## src/shared/iit_pkg.sv

```systemverilog
package iit_pkg;

  // ****************************************
  // Sizes
  // ****************************************
  localparam int unsigned REG_COUNT = 16;
  localparam int unsigned REG_W = 4;
  localparam int unsigned CNT_W = 4;
  localparam int unsigned CYC_W = 4;
  localparam logic [3:0] PC_REG = 4'hf;

  // ****************************************
  // Result latencies, counted from the first issue cycle
  // ****************************************
  localparam logic [3:0] LAT_ALU = 4'h1;
  localparam logic [3:0] LAT_REG_SHIFT = 4'h2;
  localparam logic [3:0] LAT_LOAD = 4'h3;
  localparam logic [3:0] LAT_SAT = 4'h2;
  localparam logic [3:0] LAT_SAD = 4'h3;

  // ****************************************
  // Issue cycle counts
  // ****************************************
  localparam logic [3:0] CYC_ONE = 4'h1;
  localparam logic [3:0] CYC_TWO = 4'h2;
  localparam logic [3:0] CYC_LINK_HIT = 4'h4;
  localparam logic [3:0] CYC_LINK_MISS = 4'h7;
  localparam logic [3:0] CYC_LINK_MIN = 4'h5;
  localparam logic [3:0] CYC_LINK_MAX = 4'h7;
  localparam logic [3:0] CYC_MOV_PLAIN = 4'h5;
  localparam logic [3:0] CYC_MOV_PLAIN_MAX = 4'h7;
  localparam logic [3:0] CYC_MOV_IMM = 4'h6;
  localparam logic [3:0] CYC_MOV_IMM_MAX = 4'h7;
  localparam logic [3:0] CYC_MOV_REG = 4'h7;
  localparam logic [3:0] CYC_PC_OTHER = 4'h7;
  localparam logic [3:0] CYC_PC_OTHER_REG = 4'h8;

  // ****************************************
  // Scoreboard thresholds and reset values
  // ****************************************
  localparam logic [3:0] READY_EARLY = 4'h0;
  localparam logic [3:0] READY_NORMAL = 4'h1;
  localparam logic [3:0] READY_LATE = 4'h2;
  localparam logic [3:0] READY_ACCUM_SAD = 4'h2;
  localparam logic [3:0] GAP_MAX = 4'hf;
  localparam logic [3:0] CNT_RST = 4'h0;
  localparam logic [3:0] GAP_RST = 4'hf;

  // ****************************************
  // Types
  // ****************************************
  typedef enum logic [3:0] {
    IIT_OP_DP, IIT_OP_DP_IMM_SHIFT, IIT_OP_DP_REG_SHIFT, IIT_OP_WORD_LOAD,
    IIT_OP_SAT, IIT_OP_DSAT, IIT_OP_MEDIA_ALU, IIT_OP_MEDIA_SAT,
    IIT_OP_MEDIA_SHIFT_ALU, IIT_OP_MEDIA_SHIFT_SAT, IIT_OP_SAD, IIT_OP_SAD_ACC
  } iit_op_t;

  typedef enum logic [1:0] {IIT_STACK_HIT, IIT_STACK_MISS, IIT_STACK_EMPTY} iit_stack_t;

  typedef enum logic [2:0] {
    IIT_ROLE_NONE, IIT_ROLE_EARLY, IIT_ROLE_NORMAL, IIT_ROLE_LATE, IIT_ROLE_ACCUM
  } iit_role_t;

  typedef struct packed {
    logic valid;
    logic [3:0] idx;
  } iit_operand_t;

  typedef struct packed {
    iit_op_t op;
    logic pc_dest;
    logic is_move;
    logic link_src;
    logic cond;
    logic cond_pass;
    logic sets_flags;
    iit_stack_t stack;
    logic dest_we;
    logic [3:0] dest;
    iit_operand_t rn;
    iit_operand_t rm;
    iit_operand_t rs;
    iit_operand_t ra;
  } iit_desc_t;

  typedef struct packed {
    logic fire;
    logic [3:0] cycles;
    logic [3:0] latency;
    logic dest_we;
    logic [3:0] dest;
  } iit_issue_t;

  typedef struct packed {
    logic [15:0][3:0] sb_cnt;
    logic [15:0] sb_sad;
    logic [3:0] busy;
    logic [3:0] gap;
    iit_issue_t res;
  } iit_state_t;

endpackage

```

## src/hw/iit_issue_interlock.sv

```systemverilog
`timescale 1ns/1ps
`default_nettype none

module iit_issue_interlock (
  // Clock and reset
  input wire logic core_clk,
  input wire logic rst,
  // Decode side
  input wire logic in_valid,
  input wire iit_pkg::iit_desc_t in_desc,
  output logic in_ready,
  // Issue result
  output iit_pkg::iit_issue_t issue_out
);

  // ****************************************
  // Operand roles
  // ****************************************
  // Slot 0 first source, 1 shifted source, 2 shift distance, 3 accumulator
  function automatic iit_pkg::iit_role_t role_of(input iit_pkg::iit_op_t op,
                                                  input logic [1:0] slot);
    role_of = iit_pkg::IIT_ROLE_NORMAL;
    case (op)
      iit_pkg::IIT_OP_WORD_LOAD: begin
        if (slot == 2'h0) role_of = iit_pkg::IIT_ROLE_EARLY;
      end
      iit_pkg::IIT_OP_DP_IMM_SHIFT: begin
        if (slot == 2'h1) role_of = iit_pkg::IIT_ROLE_EARLY;
      end
      iit_pkg::IIT_OP_DP_REG_SHIFT: begin
        if (slot == 2'h2) role_of = iit_pkg::IIT_ROLE_EARLY;
        if (slot == 2'h0) role_of = iit_pkg::IIT_ROLE_LATE;
      end
      iit_pkg::IIT_OP_DSAT: begin
        if (slot == 2'h0) role_of = iit_pkg::IIT_ROLE_EARLY;
      end
      iit_pkg::IIT_OP_MEDIA_SHIFT_ALU, iit_pkg::IIT_OP_MEDIA_SHIFT_SAT: begin
        if (slot == 2'h1) role_of = iit_pkg::IIT_ROLE_EARLY;
      end
      iit_pkg::IIT_OP_SAD, iit_pkg::IIT_OP_SAD_ACC: begin
        if (slot == 2'h1 || slot == 2'h2) role_of = iit_pkg::IIT_ROLE_EARLY;
        if (slot == 2'h3) role_of = iit_pkg::IIT_ROLE_ACCUM;
      end
      default: role_of = iit_pkg::IIT_ROLE_NORMAL;
    endcase
  endfunction

  // Counter holds latency at first cycle after issue and counts down
  function automatic logic role_ok(input iit_pkg::iit_role_t role, input logic [3:0] cnt,
                                   input logic sad);
    case (role)
      iit_pkg::IIT_ROLE_EARLY: role_ok = (cnt <= iit_pkg::READY_EARLY);
      iit_pkg::IIT_ROLE_LATE: role_ok = (cnt <= iit_pkg::READY_LATE);
      iit_pkg::IIT_ROLE_ACCUM: begin
        role_ok = sad ? (cnt <= iit_pkg::READY_ACCUM_SAD) : (cnt <= iit_pkg::READY_NORMAL);
      end
      iit_pkg::IIT_ROLE_NONE: role_ok = 1'b1;
      default: role_ok = (cnt <= iit_pkg::READY_NORMAL);
    endcase
  endfunction

  function automatic logic operand_ok(input iit_pkg::iit_operand_t opd,
                                      input iit_pkg::iit_role_t role,
                                      input iit_pkg::iit_state_t st);
    // Program counter reads never stall
    if (!opd.valid || opd.idx == iit_pkg::PC_REG) operand_ok = 1'b1;
    else operand_ok = role_ok(role, st.sb_cnt[opd.idx], st.sb_sad[opd.idx]);
  endfunction

  function automatic logic sources_ok(input iit_pkg::iit_desc_t d,
                                      input iit_pkg::iit_state_t st);
    sources_ok = operand_ok(d.rn, role_of(d.op, 2'h0), st) &&
                 operand_ok(d.rm, role_of(d.op, 2'h1), st) &&
                 operand_ok(d.rs, role_of(d.op, 2'h2), st) &&
                 operand_ok(d.ra, role_of(d.op, 2'h3), st);
  endfunction

  // ****************************************
  // Latency and cycle count
  // ****************************************
  function automatic logic [3:0] latency_of(input iit_pkg::iit_op_t op);
    case (op)
      iit_pkg::IIT_OP_WORD_LOAD: latency_of = iit_pkg::LAT_LOAD;
      iit_pkg::IIT_OP_DP_REG_SHIFT: latency_of = iit_pkg::LAT_REG_SHIFT;
      iit_pkg::IIT_OP_SAT, iit_pkg::IIT_OP_DSAT: latency_of = iit_pkg::LAT_SAT;
      iit_pkg::IIT_OP_MEDIA_SAT, iit_pkg::IIT_OP_MEDIA_SHIFT_SAT: begin
        latency_of = iit_pkg::LAT_SAT;
      end
      iit_pkg::IIT_OP_SAD, iit_pkg::IIT_OP_SAD_ACC: latency_of = iit_pkg::LAT_SAD;
      default: latency_of = iit_pkg::LAT_ALU;
    endcase
  endfunction

  function automatic logic [3:0] cond_cycles(input logic [3:0] mn, input logic [3:0] mx,
                                             input logic [3:0] gap);
    // Saturating subtract keeps a large gap from wrapping below the minimum
    if (gap >= mx) cond_cycles = mn;
    else if (mx - gap > mn) cond_cycles = mx - gap;
    else cond_cycles = mn;
  endfunction

  function automatic logic is_dp(input iit_pkg::iit_op_t op);
    is_dp = (op == iit_pkg::IIT_OP_DP) || (op == iit_pkg::IIT_OP_DP_IMM_SHIFT) ||
            (op == iit_pkg::IIT_OP_DP_REG_SHIFT);
  endfunction

  function automatic logic [3:0] cycles_of(input iit_pkg::iit_desc_t d, input logic [3:0] gap);
    logic [3:0] base;
    logic [3:0] mn;
    logic [3:0] mx;
    base = (d.op == iit_pkg::IIT_OP_DP_REG_SHIFT) ? iit_pkg::CYC_TWO : iit_pkg::CYC_ONE;
    mn = iit_pkg::CYC_PC_OTHER;
    mx = iit_pkg::CYC_PC_OTHER;
    if (!d.pc_dest || !is_dp(d.op)) begin
      cycles_of = base;
    end else if (d.cond && !d.cond_pass) begin
      cycles_of = base;
    end else if (d.is_move && d.link_src && !d.cond && d.stack != iit_pkg::IIT_STACK_EMPTY) begin
      cycles_of = (d.stack == iit_pkg::IIT_STACK_HIT) ? iit_pkg::CYC_LINK_HIT :
                  iit_pkg::CYC_LINK_MISS;
    end else begin
      if (d.is_move && d.link_src) begin
        mn = iit_pkg::CYC_LINK_MIN;
        mx = iit_pkg::CYC_LINK_MAX;
      end else if (d.is_move) begin
        case (d.op)
          iit_pkg::IIT_OP_DP_IMM_SHIFT: begin
            mn = iit_pkg::CYC_MOV_IMM;
            mx = iit_pkg::CYC_MOV_IMM_MAX;
          end
          iit_pkg::IIT_OP_DP_REG_SHIFT: begin
            mn = iit_pkg::CYC_MOV_REG;
            mx = iit_pkg::CYC_MOV_REG;
          end
          default: begin
            mn = iit_pkg::CYC_MOV_PLAIN;
            mx = iit_pkg::CYC_MOV_PLAIN_MAX;
          end
        endcase
      end else if (d.op == iit_pkg::IIT_OP_DP_REG_SHIFT) begin
        mn = iit_pkg::CYC_PC_OTHER_REG;
        mx = iit_pkg::CYC_PC_OTHER_REG;
      end
      cycles_of = d.cond ? cond_cycles(mn, mx, gap) : mn;
    end
  endfunction

  // ****************************************
  // State
  // ****************************************
  iit_pkg::iit_state_t st_r;
  iit_pkg::iit_state_t st_nxt;
  logic fire;
  logic [3:0] cyc_now;

  assign in_ready = (st_r.busy == 4'h0) && sources_ok(in_desc, st_r);
  assign fire = in_valid && in_ready;
  assign cyc_now = cycles_of(in_desc, st_r.gap);
  assign issue_out = st_r.res;

  always_comb begin
    st_nxt = st_r;
    for (int i = 0; i < iit_pkg::REG_COUNT; i++) begin
      if (st_r.sb_cnt[i] != iit_pkg::CNT_RST) st_nxt.sb_cnt[i] = st_r.sb_cnt[i] - 4'h1;
    end
    // Stall cycles still drain the scoreboard, so independent ops fill the slots
    if (fire && in_desc.dest_we && !in_desc.pc_dest && in_desc.dest != iit_pkg::PC_REG) begin
      st_nxt.sb_cnt[in_desc.dest] = latency_of(in_desc.op);
      st_nxt.sb_sad[in_desc.dest] = (in_desc.op == iit_pkg::IIT_OP_SAD) ||
                                    (in_desc.op == iit_pkg::IIT_OP_SAD_ACC);
    end
    if (fire) st_nxt.busy = cyc_now - 4'h1;
    else if (st_r.busy != 4'h0) st_nxt.busy = st_r.busy - 4'h1;
    // Gap holds while the setter still occupies issue
    if (fire && in_desc.sets_flags) st_nxt.gap = 4'h0;
    else if (st_r.busy == 4'h0 && st_r.gap != iit_pkg::GAP_MAX) st_nxt.gap = st_r.gap + 4'h1;
    st_nxt.res.fire = fire;
    if (fire) begin
      st_nxt.res.cycles = cyc_now;
      st_nxt.res.latency = latency_of(in_desc.op);
      st_nxt.res.dest_we = in_desc.dest_we && !in_desc.pc_dest;
      st_nxt.res.dest = in_desc.dest;
    end
  end

  always_ff @(posedge core_clk or posedge rst) begin
    if (rst) begin
      st_r <= '0;
      st_r.gap <= iit_pkg::GAP_RST;
    end else begin
      st_r <= st_nxt;
    end
  end

  // ****************************************
  // Checks
  // ****************************************
  logic res_dep;
  logic in_load;
  logic in_plain_pc_mov;

  // Reader of the last issued destination needing it at normal stage or earlier
  always_comb begin
    res_dep = 1'b0;
    if (in_desc.rn.valid && in_desc.rn.idx == st_r.res.dest &&
        role_of(in_desc.op, 2'h0) != iit_pkg::IIT_ROLE_LATE) res_dep = 1'b1;
    if (in_desc.rm.valid && in_desc.rm.idx == st_r.res.dest) res_dep = 1'b1;
    if (in_desc.rs.valid && in_desc.rs.idx == st_r.res.dest) res_dep = 1'b1;
    if (in_desc.ra.valid && in_desc.ra.idx == st_r.res.dest) res_dep = 1'b1;
  end

  assign in_load = in_desc.op == iit_pkg::IIT_OP_WORD_LOAD;
  assign in_plain_pc_mov = in_desc.pc_dest && in_desc.is_move && !in_desc.link_src &&
                           !in_desc.cond && in_desc.op == iit_pkg::IIT_OP_DP;

  a_load_latency: assert property (@(posedge core_clk) disable iff (rst)
    fire && in_load && in_desc.dest_we && in_desc.dest != iit_pkg::PC_REG |=>
    st_r.sb_cnt[st_r.res.dest] == 4'h3 && st_r.res.cycles == 4'h1)
    else $error("word load latency or cycles wrong");

  // A take in between moves the last result away from the load
  a_load_use_stall: assert property (@(posedge core_clk) disable iff (rst)
    fire && in_load && in_desc.dest_we && in_desc.dest != iit_pkg::PC_REG |=>
    !(fire && res_dep) ##1 !(fire && res_dep && !st_r.res.fire))
    else $error("consumer issued inside load latency");

  a_add_feeds_base: assert property (@(posedge core_clk) disable iff (rst)
    fire && in_desc.op == iit_pkg::IIT_OP_DP && in_desc.dest_we && !in_desc.pc_dest &&
    in_desc.dest != iit_pkg::PC_REG |=>
    !(fire && in_load && in_desc.rn.valid && in_desc.rn.idx == st_r.res.dest))
    else $error("load base issued one cycle after its producer");

  a_add_back_to_back: assert property (@(posedge core_clk) disable iff (rst)
    fire && in_desc.op == iit_pkg::IIT_OP_DP && !in_desc.pc_dest |=>
    st_r.res.cycles == 4'h1 && st_r.busy == 4'h0 &&
    (!(in_valid && in_desc.op == iit_pkg::IIT_OP_DP && in_desc.rn.valid &&
       in_desc.rn.idx == st_r.res.dest && st_r.res.dest_we && !in_desc.rm.valid &&
       !in_desc.rs.valid && !in_desc.ra.valid) || in_ready))
    else $error("plain add did not allow back to back issue");

  a_reg_shift_two: assert property (@(posedge core_clk) disable iff (rst)
    fire && in_desc.op == iit_pkg::IIT_OP_DP_REG_SHIFT && !in_desc.pc_dest |=>
    !in_ready ##1 st_r.busy == 4'h0)
    else $error("register shift did not hold issue for two cycles");

  a_link_return: assert property (@(posedge core_clk) disable iff (rst)
    fire && in_desc.pc_dest && in_desc.is_move && in_desc.link_src && !in_desc.cond &&
    in_desc.op == iit_pkg::IIT_OP_DP && in_desc.stack != iit_pkg::IIT_STACK_EMPTY |=>
    st_r.res.cycles == ($past(in_desc.stack) == iit_pkg::IIT_STACK_HIT ? 4'h4 : 4'h7))
    else $error("link return cycle count wrong");

  a_pc_move_plain: assert property (@(posedge core_clk) disable iff (rst)
    fire && in_plain_pc_mov |=> st_r.res.cycles == 4'h5 ##1 !in_ready [*3])
    else $error("plain move to PC cycle count wrong");

  a_pc_other_cycles: assert property (@(posedge core_clk) disable iff (rst)
    fire && in_desc.pc_dest && !in_desc.is_move && !in_desc.cond &&
    in_desc.op == iit_pkg::IIT_OP_DP_REG_SHIFT |=> st_r.res.cycles == 4'h8)
    else $error("register shift PC write cycle count wrong");

  a_pc_move_shift: assert property (@(posedge core_clk) disable iff (rst)
    fire && in_desc.pc_dest && in_desc.is_move && !in_desc.link_src && !in_desc.cond &&
    in_desc.op == iit_pkg::IIT_OP_DP_IMM_SHIFT |=> st_r.res.cycles == 4'h6)
    else $error("shifted move to PC cycle count wrong");

  a_flag_gap_start: assert property (@(posedge core_clk) disable iff (rst)
    fire && in_desc.sets_flags |=> st_r.gap == 4'h0)
    else $error("flag gap not restarted by setter");

  a_cond_pass_bounds: assert property (@(posedge core_clk) disable iff (rst)
    fire && in_desc.pc_dest && in_desc.is_move && !in_desc.link_src && in_desc.cond &&
    in_desc.cond_pass && in_desc.op == iit_pkg::IIT_OP_DP |=>
    st_r.res.cycles >= 4'h5 && st_r.res.cycles <= 4'h7 &&
    ($past(st_r.gap) != 4'h0 || st_r.res.cycles == 4'h7))
    else $error("conditional PC write out of range");

  a_cond_fail_cycles: assert property (@(posedge core_clk) disable iff (rst)
    fire && in_desc.pc_dest && in_desc.cond && !in_desc.cond_pass && is_dp(in_desc.op) |=>
    st_r.res.cycles <= 4'h2)
    else $error("failing PC write not at ordinary count");

  a_sat_latency: assert property (@(posedge core_clk) disable iff (rst)
    fire && (in_desc.op == iit_pkg::IIT_OP_SAT || in_desc.op == iit_pkg::IIT_OP_DSAT) |=>
    st_r.res.latency == 4'h2 && st_r.res.cycles == 4'h1)
    else $error("saturating op latency wrong");

  a_sad_latency: assert property (@(posedge core_clk) disable iff (rst)
    fire && in_desc.op == iit_pkg::IIT_OP_SAD |=> st_r.res.latency == 4'h3)
    else $error("absolute difference sum latency wrong");

  // The accumulator shortcut depends on this mark surviving the countdown
  a_sad_scoreboard: assert property (@(posedge core_clk) disable iff (rst)
    fire && in_desc.op == iit_pkg::IIT_OP_SAD && in_desc.dest_we && !in_desc.pc_dest &&
    in_desc.dest != iit_pkg::PC_REG |=>
    st_r.sb_sad[st_r.res.dest] && st_r.sb_cnt[st_r.res.dest] == 4'h3)
    else $error("absolute difference sum not marked in scoreboard");

  a_busy_blocks: assert property (@(posedge core_clk) disable iff (rst)
    st_r.busy != 4'h0 |-> !in_ready ##1 st_r.busy == $past(st_r.busy) - 4'h1)
    else $error("issue accepted while busy");

  c_load_use: cover property (@(posedge core_clk) disable iff (rst)
    fire && in_load ##1 (in_valid && res_dep && !in_ready) [*2] ##1 fire);

  c_sad_to_acc: cover property (@(posedge core_clk) disable iff (rst)
    fire && in_desc.op == iit_pkg::IIT_OP_SAD ##2 fire && in_desc.op == iit_pkg::IIT_OP_SAD_ACC);

  c_link_miss: cover property (@(posedge core_clk) disable iff (rst)
    fire && in_desc.link_src && in_desc.stack == iit_pkg::IIT_STACK_MISS);

  c_cond_pc: cover property (@(posedge core_clk) disable iff (rst)
    fire && in_desc.pc_dest && in_desc.cond && in_desc.cond_pass);

  c_load_late: cover property (@(posedge core_clk) disable iff (rst)
    fire && in_load ##2 fire && in_desc.op == iit_pkg::IIT_OP_DP_REG_SHIFT);

endmodule

`default_nettype wire

```

## config.mk

```make
export PLATFORM = sky130hd
export DESIGN_NAME = iit_issue_interlock
export DESIGN_NICKNAME = d
export VERILOG_FILES = /design/src/shared/iit_pkg.sv /design/src/hw/iit_issue_interlock.sv
export SDC_FILE = /design/constraint.sdc
export NUM_CORES = 1
export LEC_CHECK = 0
export BUFFER_PORTS_ARGS = -buffer_cell sky130_fd_sc_hd__buf_2
export CORE_MARGIN = 2
export CORE_UTILIZATION = 50
export CTS_BUF_LIST = sky130_fd_sc_hd__clkbuf_4 sky130_fd_sc_hd__clkbuf_8
export DETAILED_ROUTE_END_ITERATION = 8
export GPL_TIMING_DRIVEN = 0
export MAX_ROUTING_LAYER = met4
export PLACE_DENSITY = 0.68
export SKIP_CTS_REPAIR_TIMING = 1
export SLEW_MARGIN = 20
export SYNTH_ARGS = -nofsm -noshare
export SYNTH_HDL_FRONTEND = slang
export SYNTH_SLANG_ARGS = --single-unit
```

## constraint.sdc

```tcl
create_clock -name core_clk -period 4.21 [get_ports core_clk]
set_input_delay 0.6315 -clock core_clk [delete_from_list [all_inputs] [get_ports core_clk]]
set_output_delay 0.6315 -clock core_clk [all_outputs]
set_load 0.02 [all_outputs]
```

==> impl_summary.txt <==
----------------------------------------------------
[Synthesis]
  Proportion of synthesized chip area in sequential cells ... 34.46%
  Simple-gate area share of the yosys netlist ... a little under a fifth
  Fraction of synthesis flops using an asynchronous set or reset pin ... 100.0%
  Cells after Synth ... 738
  Netlist cell types ... 72
  Arithmetic-cell share of the synthesized area counting full adders, half adders and majority gates ... roughly 4.7%
  Top_reg_cell synth ... dfrtp_1
  Synthesis-stage register bit count ... 100
  Summed instance area of the synthesized netlist ... 0.007276 mm2
  Synth Area in Compound Gates ... 12.64%
  Mean area per synthesized cell ... 9.859 um2
  Multiplexer area fraction after synthesis ... about a fifth
  Count of flip-flops with a built-in enable after synthesis ... 0
  Synth Area in XOR/XNOR ... under 10%
  Main combinational cell family by area after synthesis ... multiplexers
  Synth warn ... 0

[Routing]
  Vias per cell ... 6.278
  Final routed wire length divided by cell count ... between 20 and 25 um
  Initial drt markers ... 580
  Routed Antenna Nets ... 0
  Routed via count ... about 6.2k
  Number of detailed-routing iterations run before antenna repair ... 5
  Residual DRC ... 0
  DRT Wirelength ... roughly 21 mm

[Worst setup path]
  Required time at the endpoint of the critical path ... ~4.5 ns
  Worst path top cell family by delay ... simple AND/OR/NAND/NOR gates
  Critical path cell sequence ... buf_8 -> or4b_4 -> or2_4 -> ha_4 -> nor2b_4 -> o21a_1 -> nor2_1 -> xnor2_1 -> ha_1 -> nand2_2 -> buf_4 -> o21ai_4 -> a2111oi_4 -> nor3_4 -> nor4b_4 -> mux2_4 -> a22o_1
  Critical path class ... input pin to flop
  Number of buffer and inverter stages on the critical path ... 2
  Worst Setup Start Kind ... input pin
  CP max stage delay ... around 0.54 ns
  R2r worst-path depth ... 12
  Slowest-stage cell, CP ... or4b_4
  Worst Path Arrival ... 4.41 ns
  Startpoint of the most critical register-to-register path ... st_r[94]$_DFF_PP0_
  Element type at the critical path end ... flop
  Maximum fanout along the worst path ... 7
  Worst reg2reg endpoint ... st_r[20]$_DFFE_PP0P_
  Worst reg2reg setup slack ... 0.54 ns

[Timing]
  Total of endpoints with negative setup slack in the final report ... 0
  Relative slew margins ... 35.54%
  Worst Skew ... 0.01629 ns
  Final period util ... between 90% and 100%
  Number of hold violations in the final report ... 0
  Minimum clock period after layout ... around 4.1 ns
  Slew Viols, Final ... 0
  Final WS setup ... 0.08171 ns
  Slew of the pin with the lowest slew margin ... 0.9633 ns
  Unrepaired setup endpoints after global routing ... yes
  Max Fclk ... 242.2 MHz

[Clock tree]
  Clock Latency Late Sink ... between 0.3 and 0.4 ns
  Clock tree from TritonCTS ... done
  Clk sinks ... 100
  Clock input transition at the sequential cells of the worst setup and hold paths ... about 0.10 ns
  Total clock buffers created by CTS ... 9
  CTS root buffer ... clkbuf_8
  Level count of the clock H-tree ... 3
  Clock Tree Buf Depth ... 2

[Placed design]
  Pre-CTS setup slack ... -0.5346 ns
  I/O Buffers ... 46
  Final weighted congestion in routability-driven placement ... between 0.9 and 1
  HPWL after detailed placement ... between 15 and 20 mm

[Global route]
  Via count of the first global-routing pass ... between 6k and 7k
  First-pass GRT wire length ... between 30 and 40 mm
  Largest net degree at the start of global routing ... 78
  Remaining global-route overflow ... 0
  Number of antenna violations at the first check in global routing ... 0
  Overall global routing resource usage ... between 20 and 30%

[Floorplan]
  Full die area ... about 0.016 mm2
  Die X-Extent ... ~120 um
  Vertical die dimension ... 124.6 um
  IO Pins ... 55
  Site Rows ... 44
  Area of the core ... roughly 0.014 mm2
  Initial Util ... about half

[Status]
  Status ... completed

[Finish]
  Most common cell after layout, fill and taps aside ... dfrtp_1
  Post-layout nets ... just under 900
  Synthesis-to-layout area growth ... 14.10%
  Filler cell count ... 1270
  Area occupied by multi-input gates ... 0.004446 mm2
  Combined flip-flop and latch cell area ... around 0.0025 mm2
  Share of post-route cells with drive strength above 1 ... a little under a quarter
  Highest-count cells in the layout ignoring fill and taps ... dfrtp_1 (96), inv_1 (52), buf_2 (50)
  Diodes inserted ... 0

[Worst hold path]
  Type of the worst min-delay path ... input pin to asynchronous set/reset pin

[Power and ir drop]
  PD cells ... 637.7 mW/mm2
  Leakage Power ... 3.788 nW
  Part of the power in the clock network ... 14.7%
  Flop pwr share ... 34.9%
  Fraction of power spent switching nets ... about two fifths
  Highest ir drop seen on vdd ... around 280 uV
  Combinational Power Share ... roughly 50%
  Switching power total ... between 2 and 2.5 mW
  Post-route total power ... 5.294 mW
  Internal Pwr Total ... a little over 3 mW

[Run]
  Number of max-cap violations ... 0

----------------------------------------------------
==> kinds of logic after synthesis <==
group | Yosys count
AO/OA/AOI/OAI | 138
XOR/XNOR | 21
adder cells (fa/ha/maj) | 27
buffers and inverters | 98
flip-flops | 100
multiplexers | 97
other | 1
AND/OR/NAND/NOR | 256
==> power by group through the flow <==
stage	combinational, mW	clock, mW	sequential (mW)
finish	2.67	0.781	1.85
floorplan	1.98	0	1.68
global placement	2.35	0	1.81
global route	2.95	0.833	1.90
CTS	2.50	0.791	1.83
detailed placement	2.48	0	1.84
==> per-layer routing <==
| metal | part of all wire, % | GRT usage, % |
|---|---|---|
| met4 | 3.4 | 10.84 |
| met1 | 42 | 35.95 |
| met2 | 48 | 44.13 |
| met3 | 6.6 | 3.952 |
| met5 | 0 | - |
==> cells in the mapped netlist (15+ instances only) <==
master,count,area [um2]
mux2_2,18,202.7
ha_1,26,325.3
o21ai_0,19,95.09
mux2i_1,43,430.4
or3_1,16,100.1
buf_4,17,127.6
inv_1,54,202.7
xnor2_1,19,166.4
nor3_1,44,220.2
nand2b_1,18,112.6
nor2_1,46,172.7
nand2_1,46,172.7
dfrtp_1,96,2402
a31oi_1,18,112.6
a21oi_1,45,225.2
nand3_1,19,95.09
nand3b_1,15,112.6
mux4_2,26,585.6
==> worst max path at each step <==
stage / startpoint / to / slack (ns) / cells after the start
2_1_floorplan: in_desc[33] / st_r[21]$_DFFE_PP0P_ / 0.01 / 17
3_3_place_gp: in_desc[33] / st_r[21]$_DFFE_PP0P_ / -0.45 / 17
3_5_place_dp: in_desc[33] / st_r[21]$_DFFE_PP0P_ / -0.53 / 18
4_1_cts: in_desc[33] / st_r[21]$_DFFE_PP0P_ / -0.12 / 18
5_1_grt: in_desc[36] / st_r[20]$_DFFE_PP0P_ / -0.09 / 20
6_report: in_desc[36] / st_r[21]$_DFFE_PP0P_ / 0.08 / 17
==> cell type report <==
cell class	count	share of cell area (%)
plain buffers	43	3.723
clock buffers	12	1.914
clock inverters	4	1.145
inverters	54	2.532
multi-input cells	541	53.55
flip-flops and latches	100	30.20
well taps	184	2.773
repair buffers	56	4.160
==> per-stage QoR <==
step                      hold WS [ns]  instances  setup TNS (ns)  util, %  cell area, um2
final                           0.1770        994               0    57.78            8302
after detailed placement        0.4443        971          -1.117    54.69            7859
after global routing            0.1925        994         -0.1266    57.78            8302
after floorplan                 0.4194        739               0        -            7347
after global placement          0.4345        969          -21.00    54.34            7807
after CTS                       0.1792        987         -0.1194    56.46            8113
Note: power is estimated with default switching activity, not from simulation.
